<file path="src/rtl/ovr_cfg.svh">
// Summary of operation
// - Bit 15 of each of the four output level registers enables its channel, and it resets to disabled.
// - Bit 14 of each output level register silences its channel when one, and it resets to zero.
// - Bit 13 applies a new gain at once when zero, or at the next zero crossing or after the wait timeout when one.
// - First-pair level codes stay pending until a one is written to bit 8 of either pair register.
// - Second-pair level codes likewise stay pending until a one is written to bit 8 of either register.
// - The level code in bits 7 to 2 maps 000000 to -57 dB, 111001 to 0 dB and 111111 to +6 dB in 1 dB steps.
// - Bit 10 of the second-pair right register enables the extra inverting amplifier, reset zero.
// - Bit 9 of the second-pair right register steers the gain stage to the driver when one (reset) or inverter.
`ifndef OVR_CFG_SVH
`define OVR_CFG_SVH
`define OVR_IDX_P1L 8'h68
`define OVR_IDX_P1R 8'h69
`define OVR_IDX_P2L 8'h6a
`define OVR_IDX_P2R 8'h6b
`define OVR_BIT_EN 15
`define OVR_BIT_SILENCE 14
`define OVR_BIT_ZC 13
`define OVR_BIT_INV 10
`define OVR_BIT_STEER 9
`define OVR_BIT_COMMIT 8
`define OVR_CODE_HI 7
`define OVR_CODE_LO 2
`define OVR_CODE_RST 6'h39
`define OVR_CODE_0DB 7'sh39
`define OVR_STEER_RST 1'b1
`define OVR_CLK_HZ 25000000
`define OVR_ZC_TIMEOUT_US 10000
`define OVR_ZC_TIMEOUT_CYC ((`OVR_CLK_HZ / 1000000) * `OVR_ZC_TIMEOUT_US)
`define OVR_TMO_W 18
`endif

</file>
<file path="src/rtl/ovr_pkg.sv">
package ovr_pkg;
  typedef logic signed [6:0] ovr_db_t;
  typedef enum logic [0:0] {
    OVR_IDLE = 1'b0,
    OVR_WAIT = 1'b1
  } ovr_gate_e;
  typedef struct packed {
    logic en;
    logic silence;
    logic zc_gate;
    logic [5:0] code;
  } ovr_chan_s;
endpackage

</file>
<file path="src/rtl/ovr_chan_if.sv">
`timescale 1ns/10ps
`default_nettype none
interface ovr_chan_if;
  logic [5:0] written_code;
  logic commit;
  logic zc_gate;
  logic zero_cross;
  logic [5:0] applied_code;
  logic pending;
  modport ctrl (output written_code, output commit, output zc_gate, output zero_cross,
                input applied_code, input pending);
  modport gate (input written_code, input commit, input zc_gate, input zero_cross,
                output applied_code, output pending);
endinterface
`default_nettype wire

</file>
<file path="src/rtl/ovr_gain_gate.sv">
`timescale 1ns/10ps
`default_nettype none
`include "ovr_cfg.svh"
module ovr_gain_gate #(
  parameter logic [`OVR_TMO_W-1:0] TIMEOUT_CYC = `OVR_TMO_W'(`OVR_ZC_TIMEOUT_CYC)
) (
  input wire logic core_clk_i,
  input wire logic rst_n_i,
  ovr_chan_if.gate ch
);
  import ovr_pkg::*;
  typedef struct packed {
    ovr_gate_e st;
    logic [5:0] target;
    logic [5:0] applied;
    logic [`OVR_TMO_W-1:0] cnt;
  } ovr_gate_s;
  ovr_gate_s q, next_q;
  logic [5:0] tgt;

  always_comb begin
    next_q = q;
    tgt = ch.commit ? ch.written_code : q.target;
    case (q.st)
      OVR_IDLE: begin
        if (ch.commit) begin
          next_q.target = ch.written_code;
          next_q.cnt = '0;
          if (!ch.zc_gate || ch.zero_cross) begin
            next_q.applied = ch.written_code;
          end else begin
            next_q.st = OVR_WAIT;
          end
        end
      end
      OVR_WAIT: begin
        next_q.target = tgt;
        next_q.cnt = `OVR_TMO_W'(q.cnt + 1'b1);
        // bounded wait so a silent signal cannot stall a change forever
        if (!ch.zc_gate || ch.zero_cross || q.cnt >= TIMEOUT_CYC - 1'b1) begin
          next_q.applied = tgt;
          next_q.st = OVR_IDLE;
        end
      end
      default: begin
        next_q.st = OVR_IDLE;
      end
    endcase
  end

  always_ff @(posedge core_clk_i or negedge rst_n_i) begin
    if (!rst_n_i) begin
      q <= '{st: OVR_IDLE, target: `OVR_CODE_RST, applied: `OVR_CODE_RST, cnt: '0};
    end else begin
      q <= next_q;
    end
  end

  assign ch.applied_code = q.applied;
  assign ch.pending = (q.st == OVR_WAIT);
endmodule
`default_nettype wire

</file>
<file path="src/rtl/ovr_output_level_regs.sv">
// Implementation choice: the Wishbone register port.
`timescale 1ns/10ps
`default_nettype none
`include "ovr_cfg.svh"
module ovr_output_level_regs #(
  parameter logic [`OVR_TMO_W-1:0] ZC_TIMEOUT_CYC = `OVR_TMO_W'(`OVR_ZC_TIMEOUT_CYC)
) (
  input wire logic core_clk_i,
  input wire logic rst_n_i,
  input wire logic wb_cyc_i,
  input wire logic wb_stb_i,
  input wire logic wb_we_i,
  input wire logic [9:0] wb_adr_i,
  input wire logic [3:0] wb_sel_i,
  input wire logic [31:0] wb_dat_i,
  output logic [31:0] wb_dat_o,
  output logic wb_ack_o,
  input wire logic [3:0] zero_cross_i,
  output logic [3:0] chan_enable_o,
  output logic [3:0] chan_silence_o,
  output logic [23:0] level_code_o,
  output var ovr_pkg::ovr_db_t [3:0] level_db_o,
  output logic [3:0] level_pending_o,
  output logic inverter_enable_o,
  output logic inverter_steer_o
);
  import ovr_pkg::*;

  typedef struct packed {
    ovr_chan_s [3:0] chan;
    logic inv_en;
    logic steer;
    logic [1:0] commit;
    logic ack;
    logic [31:0] rdat;
    logic [3:0] zc_s1;
    logic [3:0] zc_s2;
    ovr_db_t [3:0] db;
  } ovr_regs_s;

  ovr_regs_s q, next_q;
  logic [5:0] applied [4];
  logic [3:0] pending;
  logic req;
  logic hit;
  logic [1:0] sel_ch;
  logic [7:0] idx;

  ovr_chan_if ch [4] ();

  assign req = wb_cyc_i && wb_stb_i && !q.ack;
  assign idx = wb_adr_i[9:2];

  always_comb begin
    hit = 1'b1;
    sel_ch = 2'd0;
    case (idx)
      `OVR_IDX_P1L: sel_ch = 2'd0;
      `OVR_IDX_P1R: sel_ch = 2'd1;
      `OVR_IDX_P2L: sel_ch = 2'd2;
      `OVR_IDX_P2R: sel_ch = 2'd3;
      default: hit = 1'b0;
    endcase
  end

  always_comb begin
    next_q = q;
    next_q.commit = 2'b00;
    next_q.zc_s1 = zero_cross_i;
    next_q.zc_s2 = q.zc_s1;
    for (int i = 0; i < 4; i++) begin
      next_q.db[i] = ovr_db_t'({1'b0, applied[i]}) - `OVR_CODE_0DB;
    end
    next_q.ack = req;
    if (req) begin
      // unmapped words answer with ack and zero data
      next_q.rdat = 32'h0000_0000;
      if (hit) begin
        next_q.rdat[`OVR_BIT_EN] = q.chan[sel_ch].en;
        next_q.rdat[`OVR_BIT_SILENCE] = q.chan[sel_ch].silence;
        next_q.rdat[`OVR_BIT_ZC] = q.chan[sel_ch].zc_gate;
        // pending code reads back, the commit bit reads zero
        next_q.rdat[`OVR_CODE_HI:`OVR_CODE_LO] = q.chan[sel_ch].code;
        if (sel_ch == 2'd3) begin
          next_q.rdat[`OVR_BIT_INV] = q.inv_en;
          next_q.rdat[`OVR_BIT_STEER] = q.steer;
        end
      end
      if (wb_we_i && hit) begin
        if (wb_sel_i[1]) begin
          next_q.chan[sel_ch].en = wb_dat_i[`OVR_BIT_EN];
          next_q.chan[sel_ch].silence = wb_dat_i[`OVR_BIT_SILENCE];
          next_q.chan[sel_ch].zc_gate = wb_dat_i[`OVR_BIT_ZC];
          if (sel_ch == 2'd3) begin
            next_q.inv_en = wb_dat_i[`OVR_BIT_INV];
            next_q.steer = wb_dat_i[`OVR_BIT_STEER];
          end
          // either register of a pair commits both codes of that pair
          next_q.commit[sel_ch[1]] = wb_dat_i[`OVR_BIT_COMMIT];
        end
        if (wb_sel_i[0]) begin
          next_q.chan[sel_ch].code = wb_dat_i[`OVR_CODE_HI:`OVR_CODE_LO];
        end
      end
    end
  end

  always_ff @(posedge core_clk_i or negedge rst_n_i) begin
    if (!rst_n_i) begin
      for (int i = 0; i < 4; i++) begin
        q.chan[i] <= '{en: 1'b0, silence: 1'b0, zc_gate: 1'b0, code: `OVR_CODE_RST};
        q.db[i] <= ovr_db_t'(0);
      end
      q.inv_en <= 1'b0;
      q.steer <= `OVR_STEER_RST;
      q.commit <= 2'b00;
      q.ack <= 1'b0;
      q.rdat <= 32'h0000_0000;
      q.zc_s1 <= 4'h0;
      q.zc_s2 <= 4'h0;
    end else begin
      q <= next_q;
    end
  end

  for (genvar g = 0; g < 4; g++) begin : g_chan
    assign ch[g].written_code = q.chan[g].code;
    assign ch[g].commit = q.commit[g / 2];
    assign ch[g].zc_gate = q.chan[g].zc_gate;
    assign ch[g].zero_cross = q.zc_s2[g];
    assign applied[g] = ch[g].applied_code;
    assign pending[g] = ch[g].pending;
    assign level_code_o[6*g +: 6] = applied[g];
    assign chan_enable_o[g] = q.chan[g].en;
    assign chan_silence_o[g] = q.chan[g].silence;

    ovr_gain_gate #(
      .TIMEOUT_CYC(ZC_TIMEOUT_CYC)
    ) u_gate (
      .core_clk_i(core_clk_i),
      .rst_n_i(rst_n_i),
      .ch(ch[g])
    );
  end

  assign level_db_o = q.db;
  assign level_pending_o = pending;
  assign inverter_enable_o = q.inv_en;
  assign inverter_steer_o = q.steer;
  assign wb_dat_o = q.rdat;
  assign wb_ack_o = q.ack;
endmodule
`default_nettype wire

</file>
<file path="config.mk">
export PLATFORM = sky130hd
export DESIGN_NAME = ovr_output_level_regs
export DESIGN_NICKNAME = d
export VERILOG_FILES = /design/src/rtl/ovr_pkg.sv /design/src/rtl/ovr_chan_if.sv /design/src/rtl/ovr_gain_gate.sv /design/src/rtl/ovr_output_level_regs.sv
export VERILOG_INCLUDE_DIRS = /design/src /design/src/rtl
export SDC_FILE = /design/constraint.sdc
export NUM_CORES = 1
export LEC_CHECK = 0
export ABC_AREA = 1
export BUFFER_PORTS_ARGS = -buffer_cell sky130_fd_sc_hd__buf_2
export CAP_MARGIN = 20
export CORE_MARGIN = 2
export CORE_UTILIZATION = 54
export CTS_BUF_LIST = sky130_fd_sc_hd__clkbuf_8
export DETAILED_ROUTE_END_ITERATION = 10
export PLACE_DENSITY_LB_ADDON = 0.25
export SYNTH_ARGS = -nofsm -noshare
export SYNTH_HDL_FRONTEND = slang
export SYNTH_HIERARCHICAL = 1
export SYNTH_SLANG_ARGS = --single-unit
</file>
<file path="constraint.sdc">
create_clock -name core_clk_i -period 1.5 [get_ports core_clk_i]
set_input_delay 0.225 -clock core_clk_i [delete_from_list [all_inputs] [get_ports core_clk_i]]
set_output_delay 0.225 -clock core_clk_i [all_outputs]
set_load 0.1 [all_outputs]
</file>
* After elaboration in Yosys (flattened, before gate mapping) *
Index checks and enable logic that the tools add are counted.

cells by class
  mux-type cells = 57
  order comparisons = 8
  equal/unequal tests = 19
  bitwise logic cells = 5
  add/sub/neg operators = 8
  reductions and logical operators = 25

operators with widths
  operator                                                count
  one-hot mux 31 bit (2 select lines)                     4
  bitwise mux 36 bit                                      4
  2-to-1 mux 31 bit                                       4
  2-to-1 mux 40 bit                                       3
  2-to-1 mux 6 bit                                        14
  adder 18 x 1 -> 18 bit (second input constant)          4
  demux 9 bit (select 2 bit)                              4
  >= comparator 18 bit (second input constant)            4
  2-to-1 mux 36 bit                                       1
  == test 8 x 7 -> 1 bit (second input constant)          4
  subtractor 6 x 6 -> 7 bit (second input constant)       4
  binary-select mux 9 bit (select 2 bit)                  1
  2-to-1 mux 9 bit                                        2
  inequality test 2 bit (second input constant)           8
  AND reduction 3 bit                                     4
  2-to-1 mux 1 bit                                        10
  2-to-1 mux 2 bit                                        5
  logical OR 1 bit                                        8
  2-to-1 mux 8 bit                                        1
  inequality test 2 x 1 -> 1 bit (second input constant)  4
  2-to-1 mux 7 bit                                        1
  inequality test 3 bit (second input constant)           2
  one-hot mux 2 bit (3 select lines)                      1
  logical AND 1 bit                                       5
  other kinds (13)                                        20

word-level totals
  word-level logic and storage cells = 165
  output and inout port bits = 99
  input bits = 55
  bits in registers = 212

* Longest topological paths before layout *
Gate-level depths: netlist of the first run.

  depth in word-level cells = 14
  mapped depth = 11
  gate-level depth less buffers = 11

* By module *
Netlist of the first run, hierarchy kept.

modules (own cells, without submodules)
  module                 area each (µm²)  seq. area each (µm²)  cells each  instances
  ovr_gain_gate          1725.4           785.8                 213         4
  ovr_output_level_regs  4023.9           2223.4                437         1

* Worst setup path after synthesis of the first run *
No wires, ideal clock.

  path kind = flip-flop to flip-flop
  from = register q, in the netlist wb_ack_o
  to = register q, in the netlist ch[0].written_code[1]
  arrival = 1746 ps
  slack = -320 ps
  cell stages (with the launch flop) = 9
  period minus slack after synthesis = 1820 ps
  setup time = 74 ps
  buffers on the path = 1
  data required time = 1426 ps
  cells stage by stage = dfrtp_1 -> nor2_1 -> inv_2 -> nor2_8 -> nand3_4 -> nor2_4 -> buf_6 -> nand2_1 -> o21ai_2

RTL lines
  element                   line                          source
  start: declaration        ovr_output_level_regs.sv:41   ovr_regs_s q, next_q;
  start signal: assignment  ovr_output_level_regs.sv:122  q <= next_q;

* Final worst setup path of the first run *
  from = register g_chan[0].u_gate.q, in the netlist g_chan[0].u_gate/ch.applied_code[0]
  to = output port level_code_o[0]

RTL lines
  element                   line                         source
  start: declaration        ovr_gain_gate.sv:18          ovr_gate_s q, next_q;
  start signal: assignment  ovr_gain_gate.sv:53          q <= '{st: OVR_IDLE, target: `OVR_CODE_RST, applied: `OVR_CODE_RST, cnt: '0};
  start signal: assignment  ovr_gain_gate.sv:55          q <= next_q;
  end: declaration          ovr_output_level_regs.sv:21  output logic [23:0] level_code_o,

No word-level cell between the ends.

==> results by group, run 1 <==
Status
  – Outcome: finished with violations
  – Failing checks: setup timing

CTS
  – Clock Path Buffers: 3
  – CTS buffer count: 37
  – Skew-Pair Late Insertion Delay: 0.53 ns
  – CTS sink count: 212
  – CTS tree: done
  – # H-tree levels: 2
  – CTS Root Buffer Type: clkbuf_8
  – CTS clk-pin slew, worst paths: 0.06 ns

Synth
  – Yosys warns: 6
  – Share of the synthesized area in the top cell type: 37.33%
  – Synthesized area per cell: 8.476 um^2
  – Leading cell types by total area after synthesis: dfrtp_1, dfstp_2, nand2_1, inv_1, nand3_1
  – Async SR Flop Fraction: 100.0%
  – Post-Synthesis Cell Area: 10930 um^2
  – Post-synthesis register bit count: 212
  – EDFF count, synth: 0
  – Post-synth top area cell: dfrtp_1
  – Count leader, synth: nand2_1
  – Seq/Total Area, Yosys: 49.12%
  – Top FF cell, synth: dfrtp_1
  – Synth cell types: 36
  – Mapped Cells: 1289
  – Synth cell count leaders: nand2_1, dfrtp_1, inv_1

Global route
  – Vias in the first global route: 8654
  – First-pass GRT wire length: 40.83 mm
  – Largest net degree at the start of global routing: 44
  – Initial antenna violation count: 0
  – All-Layer GR Usage: 23.06%
  – GRT overflow: 0

Critical path
  – Max FO, Critical Path: 3
  – Critical Path Start Type: register
  – CP endpoint kind: primary output
  – Critical-path cell list: buf_12
  – Worst path bufs/invs: 1
  – Crit Path Category: reg2out
  – CP arrival: 1.29 ns
  – Slowest CP cell: dfstp_2
  – CP Data Required Time: 1.27 ns
  – CP top delay family: flip-flops
  – CP peak stage delay: 0.59 ns

Timing
  – Final period util: 101.3%
  – Setup WS post-layout: -0.01976 ns
  – Final setup vio count: 5
  – Max-slew headroom: 66.38%
  – Final Max Tran Viols: 0
  – Fmax: 658.0 MHz
  – Fin Clk Skew: 0.01267 ns
  – RSZ-0062 raised after global routing: yes
  – Worst Tran Pin Value: 0.5038 ns
  – Final hold violations: 0
  – Sum of negative setup slack: -0.04908 ns
  – Hold slack: 0.03960 ns
  – Min Tclk post-route: 1.520 ns

Pwr
  – Static leakage: 6.879 nW
  – Peak supply drop: 0.7088 mV
  – PD cells: 834.7 nW/um^2

Layout
  – Layout cells sized above 1: 33.14%
  – Area delta synth->final: 26.50%
  – FF+latch area: 5384 um^2
  – Fill count: 1573
  – Fin cells: 1794
  – Nets: 1560
  – N_diodes: 0
  – Area occupied by multi-input gates: 4697 um^2
  – Final instance area: 13820 um^2

Routing
  – Final antenna-violating net count: 0
  – Routed WL: 25.13 mm
  – Initial DRC count: 524
  – WL per Instance: 14.01 um
  – DRT Pass-1 Iters: 5
  – # DRC: 0
  – Via count: 8998
  – Via density: 5.016

Placed design
  – Placed instance count: 1669
  – PortBufs: 108
  – Gpl congestion: 0.8699
  – Placed cell area: 12160 um^2
  – Post-Place Setup Slack: -0.04973 ns
  – Post-DP HPWL: 17.03 mm

Floorplanning
  – Die H: 146.2 um
  – Core area: 20040 um^2
  – Die ar.: 21390 um^2
  – Chip width: 146.2 um
  – Rows: 52
  – Initial Util: 54.52%
  – Ports: 154

Run
  – Max_cap viols: 0

Hold path
  – HP Class: in2reg
worst paths after layout:
| check | from | endpoint | slack (ns) | cells past startpoint |
|---|---|---|---|---|
| setup / recovery | g_chan[0].u_gate/ch.applied_code[0] | level_code_o[0] | -0.02 | 1 |
| hold / removal | wb_sel_i[1] | ch[2].commit | 0.04 | 3 |
| setup reg to reg | wb_ack_o | ch[1].written_code[3] | -0.01 | 7 |
| hold reg to reg | next_q[31] | ch[3].zero_cross | 0.35 | 0 |
| max in group asynchronous | rst_n_i | g_chan[1].u_gate/q[28] | 0.66 | 3 |
| min in group asynchronous | rst_n_i | ch[2].written_code[1] | 0.22 | 2 |
timing repair:
item                                    4_1_cts  5_1_grt
hold buffers                                 20        0
pin swaps                                     2       22
endpoints found under the hold margin       134        0
gates resized for setup                      66       80
endpoints found under the setup margin       73       93
setup buffers                                20       20
gates cloned                                  0        1
metal layers:
metal	wire [um]	vias to the layer above	global-route usage [%]
met2	12560	244	38.80
met1	10870	4275	31.20
li1	-	4443	-
met5	0	-	0
met3	1330	36	3.844
met4	372	0	6.359
cells by family (layout without fill, tap and decap cells):
family	Yosys count	count (layout)	synth area share (%)
mux	24	24	2.474
xor+xnor	20	20	1.603
simple gates	635	636	27.84
flops	212	212	49.12
fa+ha+maj	8	8	0.9162
other cells	1	21	0.03432
buf+inv	256	470	10.95
compound gates	133	133	7.066
sequential cells by signal, indices dropped and copies added (netlist names):
register / cells
wb_ack_o: 1
inverter_enable_o: 1
g_chan.u_gate/ch.pending: 4
chan_enable_o: 4
wb_dat_o: 11
ch.written_code: 24
g_chan.u_gate/q: 96
level_db_o: 28
ch.commit: 2
chan_silence_o: 4
ch.zc_gate: 4
next_q: 4
ch.zero_cross: 4
g_chan.u_gate/ch.applied_code: 24
inverter_steer_o: 1
stage by stage:
step	util (%)	power (W)
after detailed placement	60.66	0.006519
final	68.97	0.01154
after CTS	66.85	0.01168
after global routing	68.97	0.01196
after floorplan	-	0.006305
after global placement	60.66	0.006512
layout make-up:
class | instances | share of cell area, %
multi-input cells | 842 | 33.99
clock buffers | 46 | 4.581
well taps | 270 | 2.444
repair buffers | 219 | 14.41
flip-flops and latches | 212 | 38.96
inverters | 185 | 5.024
clock inverters | 20 | 0.5975
tightest hold or removal path: cells and delay by family:
| family | cells | cell delay (ns) |
|---|---|---|
| and+or+nand+nor | 2 | 0.17 |
| buffers and inverters | 1 | 0.12 |
cell usage in the layout (no fill, tap or decap), types with 8 or more instances in the layout:
cell type and n:
a21oi_1 12, buf_12 27, buf_2 32, buf_4 127, buf_6 9, clkbuf_8 47, conb_1 21, dfrtp_1 151
dfrtp_2 11, dfstp_2 49, dlygate4sd3_1 20, inv_1 164, inv_2 38, mux2_2 24, nand2_1 287, nand2_2 21
nand2_4 12, nand3_1 89, nand3_2 11, nand4_1 21, nor2_1 110, nor2_2 19, nor2_4 32, nor3_1 17
o21ai_0 58, o21ai_1 22, o21ai_2 18, o22ai_1 12, xnor2_1 8, xor2_1 12
where the power goes:
group	switching [W]	internal [W]
Combinational	0.000528	0.000147
Sequential	0.0000187	0.00577
Clock	0.00231	0.00276
(Power assumes the default switching activity.)
==> inputs of run 2 (changes only) <==
HOLD_SLACK_MARGIN = 0.08   (was unset)
TNS_END_PERCENT = 10   (was unset)
==> run 2 against run 1 <==
Compared with the run above: the flow still finishes with violations (setup timing); largest power group unchanged; total power up 2.5%; die area unchanged; critical path type unchanged; clock-buffer cell count grew 1; setup slack got worse by 0.049 ns.
==> results by group, run 2 (synthesized netlist as in run 1, its figures left out) <==
Critical path
  – Worst r2r path cells: 7 (unchanged)
  – CP top delay family: flip-flops
  – Levels on crit path: 1 (unchanged)
  – Crit Path Category: reg2out
  – CP arrival: 1.34 ns (+0.05 ns)
  – Critical Path Start Type: register
  – CP peak stage delay: 0.63 ns (+0.04 ns)
  – Max FO, Critical Path: 4 (+1)
  – Critical-path cell list: buf_12
  – CP endpoint kind: primary output
  – Worst path bufs/invs: 1 (unchanged)
  – CP Data Required Time: 1.27 ns (about the same)
  – Slowest CP cell: dfstp_2

Hold path
  – HP Class: in2reg
  – Hold Path Stages: 5 (+2)

Layout
  – Commonest non-fill, non-tap cell in the layout: nand2_1
  – Nets: 1547 (-0.83%)
  – Area delta synth->final: 25.89%
  – N_diodes: 0 (unchanged)
  – Layout cells sized above 1: 32.58% (-0.55 points)
  – Commonest non-fill, non-tap cells in the layout: nand2_1, inv_1, dfrtp_1, buf_4, nor2_1
  – Final instance area: 13750 um^2 (-0.48%)
  – Largest Register: g_chan.u_gate/q
  – Area occupied by multi-input gates: 4627 um^2 (-1.5%)
  – Fill count: 1557 (-1.0%)
  – FF+latch area: 5384 um^2 (unchanged)
  – Max FFs per register: 96 (unchanged)

Global route
  – First-pass GRT wire length: 40.70 mm (-0.30%)
  – Initial antenna violation count: 0 (unchanged)
  – Largest net degree at the start of global routing: 45 (+2.3%)
  – GRT overflow: 0 (unchanged)
  – Vias in the first global route: 8803 (+1.7%)
  – All-Layer GR Usage: 22.87% (-0.19 points)

Routing
  – Initial DRC count: 448 (-15%)
  – WL per Instance: 13.79 um (-1.6%)
  – # DRC: 0 (unchanged)
  – Final antenna-violating net count: 0 (unchanged)
  – Via density: 5.023 (+0.15%)
  – Via count: 8941 (-0.63%)
  – DRT Pass-1 Iters: 4 (-1)
  – Routed WL: 24.54 mm (-2.3%)

Pwr
  – Static leakage: 6.830 nW (-0.72%)
  – PD cells: 859.7 nW/um^2 (+3.0%)
  – Peak supply drop: 0.7383 mV (+4.2%)

Floorplanning
  – Core area: 20040 um^2 (unchanged)
  – Chip width: 146.2 um (unchanged)
  – Rows: 52 (unchanged)
  – Die ar.: 21390 um^2 (unchanged)
  – Ports: 154 (unchanged)
  – Die H: 146.2 um (unchanged)
  – Initial Util: 54.52% (unchanged)

Timing
  – Setup WS post-layout: -0.06908 ns (-0.04932 ns)
  – Final hold violations: 0 (unchanged)
  – RSZ-0062 raised after global routing: yes
  – Max-slew headroom: 65.86% (-0.52 points)
  – Final Max Tran Viols: 0 (unchanged)
  – Fin Clk Skew: 0.01469 ns (+0.002019 ns)
  – Final setup vio count: 14 (+9)
  – Min Tclk post-route: 1.569 ns (+0.04932 ns)
  – Worst Tran Pin Value: 0.5116 ns (+0.007753 ns)
  – Sum of negative setup slack: -0.4435 ns (-0.3944 ns)
  – Final period util: 104.6% (+3.3 points)
  – Hold slack: 0.1184 ns (+0.07876 ns)
  – Fmax: 637.3 MHz (-3.1%)

CTS
  – # H-tree levels: 2 (unchanged)
  – CTS Root Buffer Type: clkbuf_8
  – CTS tree: done
  – CTS clk-pin slew, worst paths: 0.06 ns (about the same)
  – Clock Path Buffers: 3 (unchanged)
  – CTS sink count: 212 (unchanged)
  – CTS buffer count: 37 (unchanged)
  – Skew-Pair Late Insertion Delay: 0.52 ns (about the same)

Status
  – Outcome: finished with violations
  – Failing checks: setup timing

Placed design
  – PortBufs: 108 (unchanged)
  – Gpl congestion: 0.8945 (+2.8%)
  – Post-DP HPWL: 17.17 mm (+0.82%)
  – Placed cell area: 12170 um^2 (+0.10%)

Run
  – Max_cap viols: 0 (unchanged)
## run 2: path summary, 6_finish.rpt
check | startpoint | endpoint | slack [ns]
min | wb_adr_i[8] | wb_dat_o[9] | 0.12
max | g_chan[0].u_gate/ch.applied_code[5] | level_code_o[5] | -0.07
max reg2reg | wb_ack_o | ch[2].written_code[1] | 0.01
max in group asynchronous | rst_n_i | g_chan[0].u_gate/ch.applied_code[5] | 0.68
min reg2reg | next_q[30] | ch[2].zero_cross | 0.35
min in group asynchronous | rst_n_i | g_chan[1].u_gate/q[10] | 0.22
## run 2: routing by layer
layer | GRT usage (%) | part of all wire, %
met4 | 8.107 | 2.5
met3 | 4.594 | 5.3
met1 | 29.37 | 43
met5 | 0 | 0
met2 | 38.82 | 49
## run 2: stage by stage
stage,utilization [%],std cells,power [W],worst slack [ns]
6_report,68.64,1780,0.01182,-0.06908
4_1_cts,66.67,1758,0.01196,-0.1015
3_3_place_gp,60.72,1669,0.006523,0.0003016
5_1_grt,68.64,1780,0.01228,-0.09374
3_5_place_dp,60.72,1669,0.006528,-0.03751
2_1_floorplan,-,1309,0.006305,-0.03480
## run 2: power by group
group | internal, W | switching, W
Combinational | 0.000157 | 0.000535
Sequential | 0.00577 | 0.0000186
Clock | 0.00299 | 0.00236
## run 2: timing repair
action / in CTS / in global routing
pin swaps: 1 / 10
gates resized for setup: 74 / 74
hold buffers: 22 / 0
setup buffers: 2 / 22
endpoints found under the setup margin: 77 / 102
endpoints found under the hold margin: 220 / 0
## run 2: area by class of cell
class	count	area share [%]
clock buffers	47	4.703
clock inverters	18	0.7550
inverters	185	5.067
multi-input cells	841	33.64
flip-flops and latches	212	39.14
well taps	270	2.456
repair buffers	207	14.24
